**src/tpc_pkg.sv**
```systemverilog
// Constants, carriers and helper functions shared by the timer core and its channels.
`default_nettype none
package tpc_pkg;
  // Register indices; each register sits at byte address four times its index.
  localparam logic [7:0] TPC_IDX_SC   = 8'h10;
  localparam logic [7:0] TPC_IDX_CNTH = 8'h11;
  localparam logic [7:0] TPC_IDX_CNTL = 8'h12;
  localparam logic [7:0] TPC_IDX_MODH = 8'h13;
  localparam logic [7:0] TPC_IDX_MODL = 8'h14;
  localparam logic [7:0] TPC_IDX_C0SC = 8'h15;
  localparam logic [7:0] TPC_IDX_SOPT = 8'h19;
  localparam int unsigned TPC_CH_STRIDE = 2;
  // Timer status and control fields.
  localparam int unsigned TPC_SC_TOF      = 7;
  localparam int unsigned TPC_SC_OVERFLOW_IRQ_ENABLE     = 6;
  localparam int unsigned TPC_SC_CENTER_PWM_SELECT    = 5;
  localparam int unsigned TPC_SC_CLKS_LSB = 3;
  localparam int unsigned TPC_SC_PS_LSB   = 0;
  localparam logic [1:0]  TPC_CLK_OFF     = 2'h0;
  localparam logic [1:0]  TPC_CLK_BUS     = 2'h1;
  localparam logic [1:0]  TPC_CLK_XTAL    = 2'h3;
  // Channel status and control fields; bits 1 and 0 read as zero.
  localparam int unsigned TPC_CH_FLAG    = 7;
  localparam int unsigned TPC_CH_IE      = 6;
  localparam int unsigned TPC_CH_MS_LSB  = 4;
  localparam int unsigned TPC_CH_ELS_LSB = 2;
  // System option fields: oscillator routing and pullup enables.
  localparam int unsigned TPC_SOPT_ROUTE    = 0;
  localparam int unsigned TPC_SOPT_PULL_LSB = 1;
  // Synchroniser inputs: crystal clock, pin 0, pin 1, low-frequency oscillator.
  localparam int unsigned TPC_SY_XTAL = 0;
  localparam int unsigned TPC_SY_LFO  = 3;
  localparam logic [15:0] TPC_CNT_RESET = 16'h0000;
  localparam logic [15:0] TPC_MOD_RESET = 16'h0000;
  localparam logic [15:0] TPC_CNT_MAX   = 16'hffff;

  typedef enum logic {TPC_UP, TPC_DOWN} tpc_dir_e;

  typedef struct packed {
    logic        psel;
    logic        penable;
    logic        pwrite;
    logic [11:0] paddr;
    logic [31:0] pwdata;
  } tpc_apb_req_s;

  typedef struct packed {
    logic [31:0] prdata;
    logic        pready;
    logic        pslverr;
  } tpc_apb_rsp_s;

  typedef struct packed {
    tpc_apb_rsp_s    rsp;
    logic [7:0]      sc;
    logic            armed;
    logic [15:0]     cnt;
    logic [15:0]     mod;
    logic            mod_pend;
    logic            mod_hi;
    tpc_dir_e        dir;
    logic [6:0]      pre;
    logic [15:0]     cbuf;
    logic            lat_v;
    logic            lat_hi;
    logic [2:0]      sopt;
    logic [3:0][2:0] sy;
    logic [3:0]      filt;
    logic            step_q;
    logic            tof_q;
    logic [1:0]      pin_out;
    logic [1:0]      pin_oe;
    logic [1:0]      pull;
    logic            ovf_irq;
    logic [1:0]      ch_irq;
  } tpc_core_st_s;

  typedef struct packed {
    logic [7:0]  sc;
    logic        armed;
    logic [15:0] v;
    logic [15:0] vact;
    logic        out;
    logic        prev;
  } tpc_chan_st_s;

  localparam tpc_core_st_s TPC_CORE_RESET = '0;
  localparam tpc_chan_st_s TPC_CHAN_RESET = '0;

  // Terminal count of the prescaler for a divide code.
  function automatic logic [6:0] tpc_ps_mask(input logic [2:0] ps);
    return 7'((8'h01 << ps) - 8'h01);
  endfunction : tpc_ps_mask

  // Index of a channel's control register (val low) or value register (val high).
  function automatic logic [7:0] tpc_ch_idx(input int unsigned ch, input logic val);
    return TPC_IDX_C0SC + 8'(ch * TPC_CH_STRIDE) + {7'h00, val};
  endfunction : tpc_ch_idx
endpackage : tpc_pkg
`default_nettype wire

```
**src/tpc_timer_pwm_core.sv**
```systemverilog
// Two-channel timer core with APB registers, prescaler, counter and pin steering.
`default_nettype none
// Overview of operation
// - Two channels, each independently capture, compare or buffered edge PWM.
// - Clock field: 00 stops, 01 bus clock, 10 unused, 11 crystal clock.
// - Crystal-derived 500 kHz clock can drive the timer for oscillator calibration.
// - Crystal clock is synchronised into the bus domain before use.
// - Prescale code 0 to 7 divides by 1 up to 128.
// - Prescaler follows source selection and synchronisation.
// - 16-bit counter: free run, modulo, or up/down for center PWM.
// - Modulo 0x0000 or 0xFFFF gives full 16-bit free running.
// - Counter reads never disturb counting.
// - Any write to either counter byte clears the counter.
// - Up mode: flag sets when counter goes to zero after modulo.
// - Center mode: flag sets stepping down from the modulo value.
// - Flag clears only by read while set, then write zero.
// - New overflow during the clear sequence restarts it; flag stays set.
// - Writing one to the flag does nothing; reset clears it.
// - With interrupt enable set, request interrupt while flag is one.
// - Center select puts all channels into up/down center PWM.
// - Reset leaves timer disabled, bits zero, pins general inputs, no pullups.
// - An owned pin ignores port data and direction, except channel 0 capturing from the oscillator; others return to port.
// - Option bit routes channel 0 from its pin or the oscillator.
// - Capture edges, compare set/clear/toggle, and PWM polarity are selectable.
// - One interrupt per channel plus one overflow interrupt.
module tpc_timer_pwm_core
  import tpc_pkg::*;
(
  input  wire logic          sys_clk_in,
  input  wire logic          rst_b_in,
  input  wire logic          clk_en_in,
  input  wire tpc_apb_req_s  apb_req_in,
  output tpc_apb_rsp_s       apb_rsp_out,
  input  wire logic          crystal_derived_clock_in,
  input  wire logic          low_freq_oscillator_in,
  input  wire logic [1:0]    ch_pin_in,
  output logic      [1:0]    ch_pin_out,
  output logic      [1:0]    ch_pin_oe_out,
  input  wire logic [1:0]    port_data_in,
  input  wire logic [1:0]    port_dir_in,
  output logic      [1:0]    pin_pullup_en_out,
  output logic               overflow_irq_out,
  output logic      [1:0]    channel_irq_out
);
  tpc_core_st_s     q;
  tpc_core_st_s     d;
  logic [7:0]       idx;
  logic             mapped;
  logic             setup;
  logic             acc;
  logic             acc_wr;
  logic             acc_rd;
  logic             cnt_wr;
  logic             center_aligned_pwm;
  logic [1:0]       clks;
  logic [2:0]       ps;
  logic             src_tick;
  logic             tick;
  logic [15:0]      top;
  logic             tof_ev;
  logic [3:0]       raw;
  logic [31:0]      rd_val;
  logic [1:0]       ch_cap;
  logic [1:0]       ch_own;
  logic [1:0]       ch_drive;
  logic [1:0]       ch_out;
  logic [1:0]       ch_irq;
  logic [1:0]       ch_sc_wr;
  logic [1:0]       ch_sc_rd;
  logic [1:0]       ch_v_wr;
  logic [1:0][7:0]  ch_sc;
  logic [1:0][15:0] ch_val;

  // APB decode: one zero-wait access phase, answered from registered data.
  assign idx    = apb_req_in.paddr[9:2];
  assign mapped = apb_req_in.paddr[1:0] == 2'h0 && apb_req_in.paddr[11:10] == 2'h0
                  && idx >= TPC_IDX_SC && idx <= TPC_IDX_SOPT;
  assign setup  = apb_req_in.psel && !apb_req_in.penable && !q.rsp.pready;
  assign acc    = apb_req_in.psel && apb_req_in.penable && q.rsp.pready;
  assign acc_wr = acc && apb_req_in.pwrite && !q.rsp.pslverr;
  assign acc_rd = acc && !apb_req_in.pwrite && !q.rsp.pslverr;
  assign cnt_wr = acc_wr && (idx == TPC_IDX_CNTH || idx == TPC_IDX_CNTL);

  // Control fields.
  assign center_aligned_pwm = q.sc[TPC_SC_CENTER_PWM_SELECT];
  assign clks = q.sc[TPC_SC_CLKS_LSB +: 2];
  assign ps   = q.sc[TPC_SC_PS_LSB +: 3];

  // A modulo of zero counts the full range, the same as all ones.
  assign top = (q.mod == TPC_MOD_RESET) ? TPC_CNT_MAX : q.mod;

  // Pin-side inputs in synchroniser order.
  assign raw = {low_freq_oscillator_in, ch_pin_in, crystal_derived_clock_in};

  // Source selection; the crystal clock counts on its filtered rising edge.
  always_comb begin
    case (clks)
      TPC_CLK_BUS:  src_tick = 1'b1;
      TPC_CLK_XTAL: src_tick = q.sy[TPC_SY_XTAL][1] && q.sy[TPC_SY_XTAL][2] && !q.filt[TPC_SY_XTAL];
      default:      src_tick = 1'b0;
    endcase
  end

  // Prescaler sits after selection, so it divides whichever source runs.
  assign tick = src_tick && q.pre >= tpc_ps_mask(ps) && !cnt_wr;

  // Overflow is held back while only one modulo byte has been written.
  assign tof_ev = tick && q.cnt == top && (!center_aligned_pwm || q.dir == TPC_UP) && !q.mod_pend;

  // Channel 0 listens to the oscillator or its own pin.
  assign ch_cap[0] = q.sopt[TPC_SOPT_ROUTE] ? q.filt[TPC_SY_LFO] : q.filt[1];
  assign ch_cap[1] = q.filt[2];

  // Two identical channels, each with its own register strobes.
  for (genvar i = 0; i < 2; i++) begin : g_ch
    assign ch_sc_wr[i] = acc_wr && idx == tpc_ch_idx(i, 1'b0);
    assign ch_sc_rd[i] = acc_rd && idx == tpc_ch_idx(i, 1'b0);
    assign ch_v_wr[i]  = acc_wr && idx == tpc_ch_idx(i, 1'b1);

    tpc_channel u_ch (
      .sys_clk_in (sys_clk_in),
      .rst_b_in   (rst_b_in),
      .clk_en_in  (clk_en_in),
      .cnt_in     (q.cnt),
      .step_in    (q.step_q),
      .tof_in     (q.tof_q),
      .center_aligned_pwm_in    (center_aligned_pwm),
      .cap_in     (ch_cap[i]),
      .sc_wr_in   (ch_sc_wr[i]),
      .sc_rd_in   (ch_sc_rd[i]),
      .v_wr_in    (ch_v_wr[i]),
      .wdata_in   (apb_req_in.pwdata[15:0]),
      .sc_out     (ch_sc[i]),
      .val_out    (ch_val[i]),
      .pin_out    (ch_out[i]),
      .own_out    (ch_own[i]),
      .drive_out  (ch_drive[i]),
      .irq_out    (ch_irq[i])
    );
  end

  // Read mux; the counter bytes come from the latch while a pair is open.
  always_comb begin
    rd_val = 32'h0000_0000;
    case (idx)
      TPC_IDX_SC:   rd_val[7:0] = q.sc;
      TPC_IDX_CNTH: rd_val[7:0] = q.lat_v ? q.cbuf[15:8] : q.cnt[15:8];
      TPC_IDX_CNTL: rd_val[7:0] = q.lat_v ? q.cbuf[7:0] : q.cnt[7:0];
      TPC_IDX_MODH: rd_val[7:0] = q.mod[15:8];
      TPC_IDX_MODL: rd_val[7:0] = q.mod[7:0];
      TPC_IDX_SOPT: rd_val[2:0] = q.sopt;
      default:      rd_val = 32'h0000_0000;
    endcase
    for (int i = 0; i < 2; i++) begin
      if (idx == tpc_ch_idx(i, 1'b0)) begin
        rd_val[7:0] = ch_sc[i];
      end
      if (idx == tpc_ch_idx(i, 1'b1)) begin
        rd_val[15:0] = ch_val[i];
      end
    end
  end

  // Next state of the whole core.
  always_comb begin
    logic taken;
    taken = 1'b0;
    d     = q;

    // Three-stage synchronisers; a level counts once stages two and three agree.
    for (int i = 0; i < 4; i++) begin
      d.sy[i] = {q.sy[i][1:0], raw[i]};
      if (q.sy[i][1] == q.sy[i][2]) begin
        d.filt[i] = q.sy[i][2];
      end
    end

    // Prescaler restarts on a counter write so the first period is whole.
    if (cnt_wr || clks == TPC_CLK_OFF) begin
      d.pre = 7'h00;
    end else if (tick) begin
      d.pre = 7'h00;
    end else if (src_tick) begin
      d.pre = q.pre + 7'h01;
    end

    // Counter: modulo up-count, or up/down when center PWM is selected.
    if (cnt_wr) begin
      d.cnt = TPC_CNT_RESET;
      d.dir = TPC_UP;
    end else if (tick) begin
      if (!center_aligned_pwm) begin
        d.dir = TPC_UP;
        d.cnt = (q.cnt == top) ? TPC_CNT_RESET : q.cnt + 16'h0001;
      end else if (q.dir == TPC_UP) begin
        if (q.cnt >= top) begin
          d.dir = TPC_DOWN;
          d.cnt = q.cnt - 16'h0001;
        end else begin
          d.cnt = q.cnt + 16'h0001;
        end
      end else if (q.cnt == TPC_CNT_RESET) begin
        d.dir = TPC_UP;
        d.cnt = 16'h0001;
      end else begin
        d.cnt = q.cnt - 16'h0001;
      end
    end

    // Pulses aligned with the new count for the channels.
    d.step_q = tick;
    d.tof_q  = tof_ev;

    // Bus response: ready is raised for exactly the access phase.
    if (setup) begin
      d.rsp.pready  = 1'b1;
      d.rsp.pslverr = !mapped;
      d.rsp.prdata  = apb_req_in.pwrite ? 32'h0000_0000 : rd_val;
      if (!q.lat_v) begin
        d.cbuf = q.cnt;
      end
    end else if (acc) begin
      d.rsp.pready  = 1'b0;
      d.rsp.pslverr = 1'b0;
    end

    // Reading the status while the flag is set arms the clear.
    if (acc_rd && idx == TPC_IDX_SC && q.sc[TPC_SC_TOF]) begin
      d.armed = 1'b1;
    end

    // Reading one counter byte holds the pair until the other byte is read.
    if (acc_rd && (idx == TPC_IDX_CNTH || idx == TPC_IDX_CNTL)) begin
      if (!q.lat_v) begin
        d.lat_v  = 1'b1;
        d.lat_hi = idx == TPC_IDX_CNTH;
      end else if ((idx == TPC_IDX_CNTH) != q.lat_hi) begin
        d.lat_v = 1'b0;
      end
    end

    // Register writes.
    if (acc_wr) begin
      case (idx)
        TPC_IDX_SC: begin
          d.sc[6:0] = apb_req_in.pwdata[6:0];
          d.lat_v   = 1'b0;
          d.armed   = 1'b0;
          if (q.armed && !apb_req_in.pwdata[TPC_SC_TOF]) begin
            d.sc[TPC_SC_TOF] = 1'b0;
          end
        end
        TPC_IDX_CNTH, TPC_IDX_CNTL: begin
          d.lat_v = 1'b0;
        end
        TPC_IDX_MODH, TPC_IDX_MODL: begin
          if (idx == TPC_IDX_MODH) begin
            d.mod[15:8] = apb_req_in.pwdata[7:0];
          end else begin
            d.mod[7:0] = apb_req_in.pwdata[7:0];
          end
          d.mod_pend = !(q.mod_pend && q.mod_hi != (idx == TPC_IDX_MODH));
          d.mod_hi   = idx == TPC_IDX_MODH;
        end
        TPC_IDX_SOPT: begin
          d.sopt = apb_req_in.pwdata[2:0];
        end
        default: begin
          d.sopt = q.sopt;
        end
      endcase
    end

    // A fresh overflow beats a clear in the same cycle and disarms it.
    if (tof_ev) begin
      d.sc[TPC_SC_TOF] = 1'b1;
      d.armed          = 1'b0;
    end

    // The overflow request follows the next flag value; channel requests trail their flags by a cycle.
    d.ovf_irq = d.sc[TPC_SC_TOF] && d.sc[TPC_SC_OVERFLOW_IRQ_ENABLE];
    d.ch_irq  = ch_irq;

    // Pin steering: an owned pin ignores the port settings, except channel 0 capturing from the oscillator.
    for (int i = 0; i < 2; i++) begin
      taken        = ch_own[i] && !(i == 0 && q.sopt[TPC_SOPT_ROUTE] && !ch_drive[i]);
      d.pin_out[i] = (taken && ch_drive[i]) ? ch_out[i] : port_data_in[i];
      d.pin_oe[i]  = taken ? ch_drive[i] : port_dir_in[i];
      d.pull[i]    = taken && !ch_drive[i] && q.sopt[TPC_SOPT_PULL_LSB + i];
    end
  end

  // Whole-core state register; reset leaves the timer off and pins as inputs.
  always_ff @(posedge sys_clk_in or negedge rst_b_in) begin : p_state
    if (!rst_b_in) begin
      q <= TPC_CORE_RESET;
    end else if (clk_en_in) begin
      q <= d;
    end
  end

  // Every output comes from the state register.
  assign apb_rsp_out       = q.rsp;
  assign ch_pin_out        = q.pin_out;
  assign ch_pin_oe_out     = q.pin_oe;
  assign pin_pullup_en_out = q.pull;
  assign overflow_irq_out  = q.ovf_irq;
  assign channel_irq_out   = q.ch_irq;
endmodule : tpc_timer_pwm_core
`default_nettype wire

```
**src/tpc_channel.sv**
```systemverilog
// One timer channel: input capture, output compare, edge and center PWM, flag.
`default_nettype none
module tpc_channel
  import tpc_pkg::*;
(
  input  wire logic        sys_clk_in,
  input  wire logic        rst_b_in,
  input  wire logic        clk_en_in,
  input  wire logic [15:0] cnt_in,
  input  wire logic        step_in,
  input  wire logic        tof_in,
  input  wire logic        center_aligned_pwm_in,
  input  wire logic        cap_in,
  input  wire logic        sc_wr_in,
  input  wire logic        sc_rd_in,
  input  wire logic        v_wr_in,
  input  wire logic [15:0] wdata_in,
  output logic      [7:0]  sc_out,
  output logic      [15:0] val_out,
  output logic             pin_out,
  output logic             own_out,
  output logic             drive_out,
  output logic             irq_out
);
  tpc_chan_st_s s;
  tpc_chan_st_s n;
  logic [1:0]   ms;
  logic [1:0]   els;
  logic         cap_m;
  logic         pwm_m;

  assign ms    = s.sc[TPC_CH_MS_LSB +: 2];
  assign els   = s.sc[TPC_CH_ELS_LSB +: 2];
  assign cap_m = !center_aligned_pwm_in && ms == 2'h0;
  assign pwm_m = center_aligned_pwm_in || ms[1];

  // Next state; the compare value is double-buffered in PWM so a period never tears.
  always_comb begin
    logic hit;
    logic edge_ev;
    hit     = step_in && cnt_in == (pwm_m ? s.vact : s.v);
    edge_ev = cap_m && ((els[0] && cap_in && !s.prev) || (els[1] && !cap_in && s.prev));
    n       = s;
    n.prev  = cap_in;
    if (!pwm_m || tof_in) begin
      n.vact = s.v;
    end
    if (v_wr_in) begin
      n.v = wdata_in;
    end
    if (edge_ev) begin
      n.v = cnt_in;
    end
    if (center_aligned_pwm_in) begin
      if (step_in) begin
        n.out = (cnt_in < s.vact) ^ els[0];
      end
    end else if (ms[1]) begin
      if (tof_in) begin
        n.out = !els[0];
      end
      if (hit) begin
        n.out = els[0];
      end
    end else if (ms == 2'h1 && hit) begin
      case (els)
        2'h1:    n.out = !s.out;
        2'h2:    n.out = 1'b0;
        2'h3:    n.out = 1'b1;
        default: n.out = s.out;
      endcase
    end
    // Flag clears only after a read that saw it set; a new event restarts that.
    if (sc_rd_in && s.sc[TPC_CH_FLAG]) begin
      n.armed = 1'b1;
    end
    if (sc_wr_in) begin
      n.sc[6:2] = wdata_in[6:2];
      n.armed   = 1'b0;
      if (s.armed && !wdata_in[TPC_CH_FLAG]) begin
        n.sc[TPC_CH_FLAG] = 1'b0;
      end
    end
    if (edge_ev || (!cap_m && hit)) begin
      n.sc[TPC_CH_FLAG] = 1'b1;
      n.armed           = 1'b0;
    end
  end

  // State register, frozen while the clock enable is low.
  always_ff @(posedge sys_clk_in or negedge rst_b_in) begin : p_state
    if (!rst_b_in) begin
      s <= TPC_CHAN_RESET;
    end else if (clk_en_in) begin
      s <= n;
    end
  end

  assign sc_out    = s.sc;
  assign val_out   = s.v;
  assign pin_out   = s.out;
  assign own_out   = els != 2'h0;
  assign drive_out = els != 2'h0 && !cap_m;
  assign irq_out   = s.sc[TPC_CH_FLAG] && s.sc[TPC_CH_IE];
endmodule : tpc_channel
`default_nettype wire

```
**config.mk**
```make
export PLATFORM = sky130hd
export DESIGN_NAME = tpc_timer_pwm_core
export DESIGN_NICKNAME = d
export VERILOG_FILES = /design/src/tpc_pkg.sv /design/src/tpc_timer_pwm_core.sv /design/src/tpc_channel.sv
export SDC_FILE = /design/constraint.sdc
export NUM_CORES = 1
export LEC_CHECK = 0
export ABC_AREA = 1
export BUFFER_PORTS_ARGS = -buffer_cell sky130_fd_sc_hd__buf_2
export CELL_PAD_IN_SITES_DETAIL_PLACEMENT = 2
export CELL_PAD_IN_SITES_GLOBAL_PLACEMENT = 2
export CORE_MARGIN = 2
export CORE_UTILIZATION = 32
export CTS_CLUSTER_DIAMETER = 40
export DETAILED_ROUTE_END_ITERATION = 8
export PLACE_DENSITY_LB_ADDON = 0.1
export SKIP_CTS_REPAIR_TIMING = 1
export SYNTH_ARGS = -nofsm -noshare
export SYNTH_HDL_FRONTEND = slang
export SYNTH_SLANG_ARGS = --single-unit
```
**constraint.sdc**
```tcl
create_clock -name sys_clk_in -period 3.3 [get_ports sys_clk_in]
set_input_delay 0.99 -clock sys_clk_in [delete_from_list [all_inputs] [get_ports sys_clk_in]]
set_output_delay 0.99 -clock sys_clk_in [all_outputs]
set_load 0.005 [all_outputs]
```
==> results of run 1 <==
-- layout make-up --
class / instances / area share
flip-flops and latches: 199 / 0.330
repair buffers: 166 / 0.0784
inverters: 202 / 0.0506
clock inverters: 14 / 0.0138
well taps: 525 / 0.0435
multi-input cells: 1285 / 0.455
clock buffers: 18 / 0.0291
-- cells in the final DEF, fill, tap and decap left out, types with 4 or more instances in the layout --
| cell | netlist | final |
|---|---|---|
| a211oi_1 | 4 | 4 |
| a21oi_1 | 46 | 43 |
| a22o_1 | 4 | 4 |
| buf_12 | 0 | 5 |
| buf_2 | 18 | 67 |
| buf_4 | 44 | 86 |
| buf_6 | 4 | 5 |
| bufinv_16 | 0 | 4 |
| clkbuf_16 | 0 | 17 |
| clkinv_1 | 6 | 6 |
| conb_1 | 1 | 16 |
| dfrtp_1 | 199 | 199 |
| ha_1 | 59 | 53 |
| ha_4 | 0 | 6 |
| inv_1 | 185 | 179 |
| inv_2 | 11 | 16 |
| inv_6 | 0 | 5 |
| nand2_1 | 550 | 536 |
| nand2_2 | 2 | 11 |
| nand2_4 | 1 | 5 |
| nand3_1 | 85 | 77 |
| nand3_2 | 2 | 9 |
| nand3b_1 | 5 | 5 |
| nand4_1 | 27 | 27 |
| nor2_1 | 93 | 77 |
| nor2_2 | 8 | 12 |
| nor2_4 | 2 | 14 |
| nor3_1 | 15 | 14 |
| nor4_1 | 9 | 8 |
| o211ai_1 | 21 | 21 |
| o21a_1 | 6 | 6 |
| o21ai_0 | 239 | 221 |
| o21ai_1 | 14 | 22 |
| o21ai_2 | 3 | 13 |
| o22ai_1 | 17 | 17 |
| xor2_1 | 32 | 32 |
-- worst paths after layout --
kind                                               endpoint                              from  slack [ns]
hold / removal                            q[55]$_DFFE_PN0P_                          rst_b_in        0.47
setup reg to reg                          q[76]$_DFFE_PN0P_                 q[64]$_DFFE_PN0P_       -0.05
max in group asynchronous    g_ch[0].u_ch.s[11]$_DFFE_PN0P_                          rst_b_in        2.02
hold reg to reg            pin_pullup_en_out[0]$_DFFE_PN0P_  pin_pullup_en_out[0]$_DFFE_PN0P_        0.48
setup / recovery                          q[76]$_DFFE_PN0P_                 q[64]$_DFFE_PN0P_       -0.05
min in group sys_clk_in    pin_pullup_en_out[0]$_DFFE_PN0P_  pin_pullup_en_out[0]$_DFFE_PN0P_        0.48
-- stage by stage --
stage          setup TNS (ns)  power [mW]  setup slack, ns  hold slack, ns
5_1_grt                 -3.19        5.94           -0.229           0.500
3_3_place_gp            -1.46        3.25           -0.160           0.464
2_1_floorplan               0        3.01           0.0713           0.448
3_5_place_dp            -4.40        3.29           -0.371           0.462
6_report               -0.318        5.69          -0.0509           0.473
4_1_cts                 -5.02        5.76           -0.410           0.477
-- registers in the layout, summed over array words and instances (netlist names) --
signal              cells
q                      75
g_ch.u_ch.s            36
g_ch.u_ch.val_out      32
apb_rsp_out            18
g_ch.u_ch.sc_out       12
d                       8
ps                      3
ch_pin_oe_out           2
ch_pin_out              2
channel_irq_out         2
clks                    2
g_ch.u_ch.pin_out       2
pin_pullup_en_out       2
center_aligned_pwm      1
ch_cap                  1
overflow_irq_out        1
-- cell families (layout without fill, tap and decap cells) --
family                     count (synthesis)  after routing
and+or+nand+nor                          804            804
adders and majority gates                 59             59
other                                      1             16
muxes                                      1              1
AOI/OAI and AO/OA                        370            370
buffers and inverters                    308            400
DFF                                      199            199
xor gates and xnor gates                  35             35
-- per-layer routing --
metal / routed length, um / global-route usage
met1: 24200 / 0.341
met2: 26200 / 0.447
met3: 1900 / 0.0499
met4: 1360 / 0.0925
met5: 0 / 0
-- worst max-delay path, stage by stage, from the launching register on --
cell	delay, ns
dfrtp_1	0.39
or4_4	0.55
nor4_4	0.23
nand2_2	0.12
clkinv_4	0.12
buf_12	0.16
nor2_2	0.04
ha_1	0.32
nand2_2	0.11
o21ai_2	0.13
nand2_1	0.09
o211ai_1	0.12
nand2_1	0.10
nand2_2	0.11
inv_2	0.06
nand2_4	0.12
buf_8	0.16
nand3_2	0.08
nand2_1	0.07
nand2_1	0.06
nand2_1	0.06
o21ai_1	0.06
-- power by group through the flow --
stage / Combinational [mW] / Clock (mW) / Sequential (mW)
detailed placement: 0.613 / 0 / 2.68
CTS: 0.619 / 2.51 / 2.63
floorplan: 0.366 / 0 / 2.65
global route: 0.715 / 2.58 / 2.64
global placement: 0.586 / 0 / 2.67
finish: 0.624 / 2.44 / 2.63
==> impl_metrics.toml, run 1 <==
[status]
status = "finished with violations"
violations = "setup timing"

[yosys]
synth_compound_area_frac = 0.159
synth_fa_ha_area_frac = 0.0577
synthXorXnorAreaFrac = 0.0240
synth_top_cell_by_area = "dfrtp_1"
synthesis.area_sq_mm = 0.0128
synth_cells = 1777
synth_top_family_by_area = "simple AND/OR/NAND/NOR gates"
synth-simple-area-share = 0.261
yosysSeqAreaShare = 0.390
ys_warn_count = 0
avgSynthCellArea_sq_um = 7.19
yosys-top-cells-count = "550 x nand2_1, 239 x o21ai_0, 199 x dfrtp_1, 185 x inv_1, 93 x nor2_1"
synth-async-reset-ratio = 1.00
synth_most_common_cell = "nand2_1"
synth_edf_count = 0
synth_top_area_frac = 0.390
ys_ff_latch = 199
synth-main-ff-cell = "dfrtp_1"
yosys-top-cells-area = "dfrtp_1 39%, nand2_1 16%, o21ai_0 9.4%"
muxShareOfSynthArea = 0.000783
ys_types = 51

[detailed_routing]
wl_mm = 53.6
wl_per_cell_um = 22.2
dr.pass1.iters = 5
vias_per_cell = 5.22
ant_nets = 0
drt_iter0_markers = 624
drc_errors = 0
vias = 12584

[sta]
relSlewSlack = 0.495
rsz0062_at_grt = "yes"
slew_viol_final = 0
hold_viol = 0
setup_viol = 13
max_freq_ghz = 0.298
fin_skew_ns = 0.0191
finalCritPeriodShare = 1.02
worst_slack_ns = -0.0509
fin_crit_ns = 3.35
worst_slew_pin_slew_ns = 0.755

[die]
dieHeight_um = 204
die_w_um = 204
initial_core_util = 0.323
fp.dieArea_sq_mm = 0.0416
ios = 101
rows = 73
core-area_sq_mm = 0.0395

[critical_path]
cp.required_ns = 3.69
startpoint_type = "flop"
rr_worst_depth = 21
crit_fanout = 8
worst_ep_arrival_time_ns = 3.74
setup.worst_path.class = "flop to flop"
cp-end-kind = "flop"

[placement]
hpwl_mm = 40.3
placedCellCount = 2369
gp_congestion = 0.852
portBuffers = 68
dpl-instance-area_sq_mm = 0.0140

[final_layout]
fin_area_sq_mm = 0.0151
area_growth_pct = 18.0
final-instance-count-excl-fill = 2409
nNetsFinal = 1988
antenna_cells = 0
fin_util = 0.381
regArea_sq_mm = 0.00498
drive_gt1_frac = 0.160
final.fill_count = 4673
multi_input_area_sq_mm = 0.00686

[grt]
track_usage = 0.266
antenna_found_initial = 0
grt_pass1_wl_mm = 81.6
grt_max_degree = 68
grt_overflow = 0
grt_pass1_vias = 13410

[clock_tree]
clkLatencyLatePin_ns = 0.51
cts_sinks = 199
cts_root_buf = "clkbuf_16"
cts_buffer_depth = 2
tritoncts = "done"
cts.clk_slew.worst_paths_ns = 0.08
numCtsBuffers = 17
htreeDepth = 4

[power]
p_sw_mw = 1.64
internal_power_mw = 4.05
power.density_mw_per_mm2 = 377
combPwrFrac = 0.110
p_seq_frac = 0.462
pwr-share-clk = 0.429
swShare = 0.288
peakVddDrop_mv = 0.419
p_leak_nw = 7.35

[min_path]
hold_class = "input pin to async pin"

[run]
cap_violations = 0
Power figures use the tool's default switching activity.
==> run 2, diff against run 1 <==
--- a/config.mk
+++ b/config.mk
@@ -6,13 +6,13 @@
 export NUM_CORES = 1
 export LEC_CHECK = 0
 export ABC_AREA = 1
-export BUFFER_PORTS_ARGS = -buffer_cell sky130_fd_sc_hd__buf_2
 export CELL_PAD_IN_SITES_DETAIL_PLACEMENT = 2
 export CELL_PAD_IN_SITES_GLOBAL_PLACEMENT = 2
 export CORE_MARGIN = 2
-export CORE_UTILIZATION = 32
+export CORE_UTILIZATION = 40
 export CTS_CLUSTER_DIAMETER = 40
 export DETAILED_ROUTE_END_ITERATION = 8
+export DONT_BUFFER_PORTS = 1
 export PLACE_DENSITY_LB_ADDON = 0.1
 export SKIP_CTS_REPAIR_TIMING = 1
 export SYNTH_ARGS = -nofsm -noshare
==> constraint.sdc (replaced) <==
create_clock -name sys_clk_in -period 4.3 [get_ports sys_clk_in]
set_input_delay 1.29 -clock sys_clk_in [delete_from_list [all_inputs] [get_ports sys_clk_in]]
set_output_delay 1.29 -clock sys_clk_in [all_outputs]
set_load 0.005 [all_outputs]
==> run 2 against run 1 <==
  * Count of clock-buffer cells in the layout is 1 lower
  * Global-route usage increased by 4.1 points
  * Utilization is 4.8 points higher
  * Die area fell by 20%
  * Worst setup slack improved by 0.40 ns
  * The run now ends clean
  * Critical endpoint is now q[84]$_DFFE_PN0P_
==> impl_metrics.toml, run 2 (same netlist as run 1, synthesis figures left out) <==
[status]
status = "finished, final reports clean"

[clock_tree]
htreeDepth = 4
tritoncts = "done"
cts_sinks = 199
cts_buffer_depth = 2
cts_root_buf = "clkbuf_16"
cts.clk_slew.worst_paths_ns = 0.08
clkLatencyLatePin_ns = 0.47
numCtsBuffers = 17

[critical_path]
rr_worst_depth = 20
crit_buf_inv = 3
cpPeakStageDelay_ns = 0.54
worst_ep_arrival_time_ns = 4.31
rr_startpoint = "q[62]$_DFFE_PN0P_"
crit_start = "q[62]$_DFFE_PN0P_"
setup.worst_path.class = "flop to flop"
critPathTopFamily = "simple AND/OR/NAND/NOR gates"
slowest_stage = "or4_1"
cp.required_ns = 4.66
r2r-end = "q[84]$_DFFE_PN0P_"
startpoint_type = "flop"
crit_chain = "or4_1 -> nor4_1 -> nand2_1 -> clkinvlp_4 -> nor2_1 -> ha_1 -> nand2_1 -> inv_1 -> nand3_1 -> or2_2 -> nor2_1 -> nor3_1 -> nand2_1 -> inv_1 -> nand2_2 -> nand2_1 -> nand3b_1 -> o21ai_0 -> nand2_1 -> nand2_1"
cpMostUsedCell = "nand2_1"
crit_fanout = 15
cp-end-kind = "flop"
r2r_slack_ns = 0.35

[die]
initial_core_util = 0.406
ios = 101
dieHeight_um = 183
rows = 65
fp.dieArea_sq_mm = 0.0334
core-area_sq_mm = 0.0315
die_w_um = 183

[grt]
met3_usage = 0.0572
antenna_found_initial = 0
met1_usage = 0.381
grt_max_degree = 200
track_usage = 0.307
grt_pass1_vias = 13077
met2_usage = 0.518
grt_overflow = 0
grt_pass1_wl_mm = 77.1
top_usage_layer = "met2"

[placement]
place_ws_ns = 0.221
hpwl_mm = 36.5
portBuffers = 0
gp_congestion = 0.849

[min_path]
hold_class = "flop to flop"
holdPathStages = 2
worst_hold_path.endpoint = "g_ch[0].u_ch.val_out[9]$_DFFE_PN0P_"
holdCritStartpoint = "g_ch[0].u_ch.val_out[9]$_DFFE_PN0P_"

[sta]
fin_crit_ns = 3.95
relSlewSlack = 0.184
rsz0062_at_grt = "no"
max_freq_ghz = 0.253
worst_slew_pin_slew_ns = 1.22
hold_viol = 0
tns_ns = 0
worst_slack_ns = 0.351
finalCritPeriodShare = 0.918
slew_viol_final = 0
setup_viol = 0
whs_ns = 0.487
fin_skew_ns = 0.0106

[detailed_routing]
vias_per_cell = 5.72
drt_iter0_markers = 822
vias = 12277
wl_mm = 50.0
dr.pass1.iters = 5
ant_nets = 0
wl_per_cell_um = 23.3
drc_errors = 0

[final_layout]
drive_gt1_frac = 0.0578
antenna_cells = 0
final.fill_count = 3690
nNetsFinal = 1850
top_register = "q"
mostFrequentLayoutCell = "nand2_1"
final_cell_mix = "550 x nand2_1, 237 x o21ai_0, 199 x dfrtp_1"
area_growth_pct = 5.75
largest_reg_flops = 75

[power]
p_leak_nw = 6.61
power.density_mw_per_mm2 = 298
peakVddDrop_mv = 0.305

[run]
cap_violations = 0
-- run 2: changes by cell type in the layout (fill, tap and decap cells not counted), sizes merged --
cell      previous run  this run
clkbuf              18        17
buf                166        28
bufinv               4         1
clkinv               9        11
clkinvlp             2         4
-- run 2: worst max path at each step --
stage | depth (start not counted) | slack (ns) | end
floorplan | 21 | 0.96 | q[82]$_DFFE_PN0P_
global placement | 19 | 0.47 | q[84]$_DFFE_PN0P_
detailed placement | 19 | 0.22 | q[85]$_DFFE_PN0P_
CTS | 19 | 0.17 | q[85]$_DFFE_PN0P_
global route | 20 | 0.06 | q[84]$_DFFE_PN0P_
finish | 20 | 0.35 | q[84]$_DFFE_PN0P_
-- run 2: through the flow --
| stage | power (mW) | utilization | area, sq um | cells |
|---|---|---|---|---|
| after floorplan | 2.31 | - | 12800 | 1792 |
| after global placement | 2.38 | 0.411 | 12900 | 2116 |
| after detailed placement | 2.41 | 0.411 | 12900 | 2116 |
| after CTS | 4.06 | 0.429 | 13500 | 2148 |
| after global routing | 4.18 | 0.430 | 13500 | 2148 |
| final | 4.02 | 0.430 | 13500 | 2148 |
-- run 2: layout make-up --
cell class | instances | area, sq um | share of cell area
clock inverters | 15 | 140 | 0.0104
inverters | 202 | 762 | 0.0564
well taps | 402 | 503 | 0.0372
clock buffers | 17 | 425 | 0.0315
repair buffers | 28 | 210 | 0.0155
flip-flops and latches | 199 | 4980 | 0.368
multi-input cells | 1285 | 6500 | 0.481
-- run 2: layer usage --
metal  up-vias  share of wire  routed length, um
met5         -              0                  0
met1      6248           0.43              21400
met4         0          0.047               2360
met2       287           0.48              23900
li1       5646              -                  -
met3        96          0.047               2370
-- run 2: power breakdown --
part | switching (mW) | total (mW) | internal (mW)
clock network | 0.837 | 1.65 | 0.811
logic | 0.243 | 0.350 | 0.107
registers | 0.0702 | 2.03 | 1.96
-- run 2: worst reg2reg max path, delay by kind of cell, from the launching register on --
kind,cells,cell delay (ns)
flops,1,0.42
compound gates,1,0.12
simple gates,15,2.63
fa+ha+maj,1,0.30
buf+inv,3,0.37
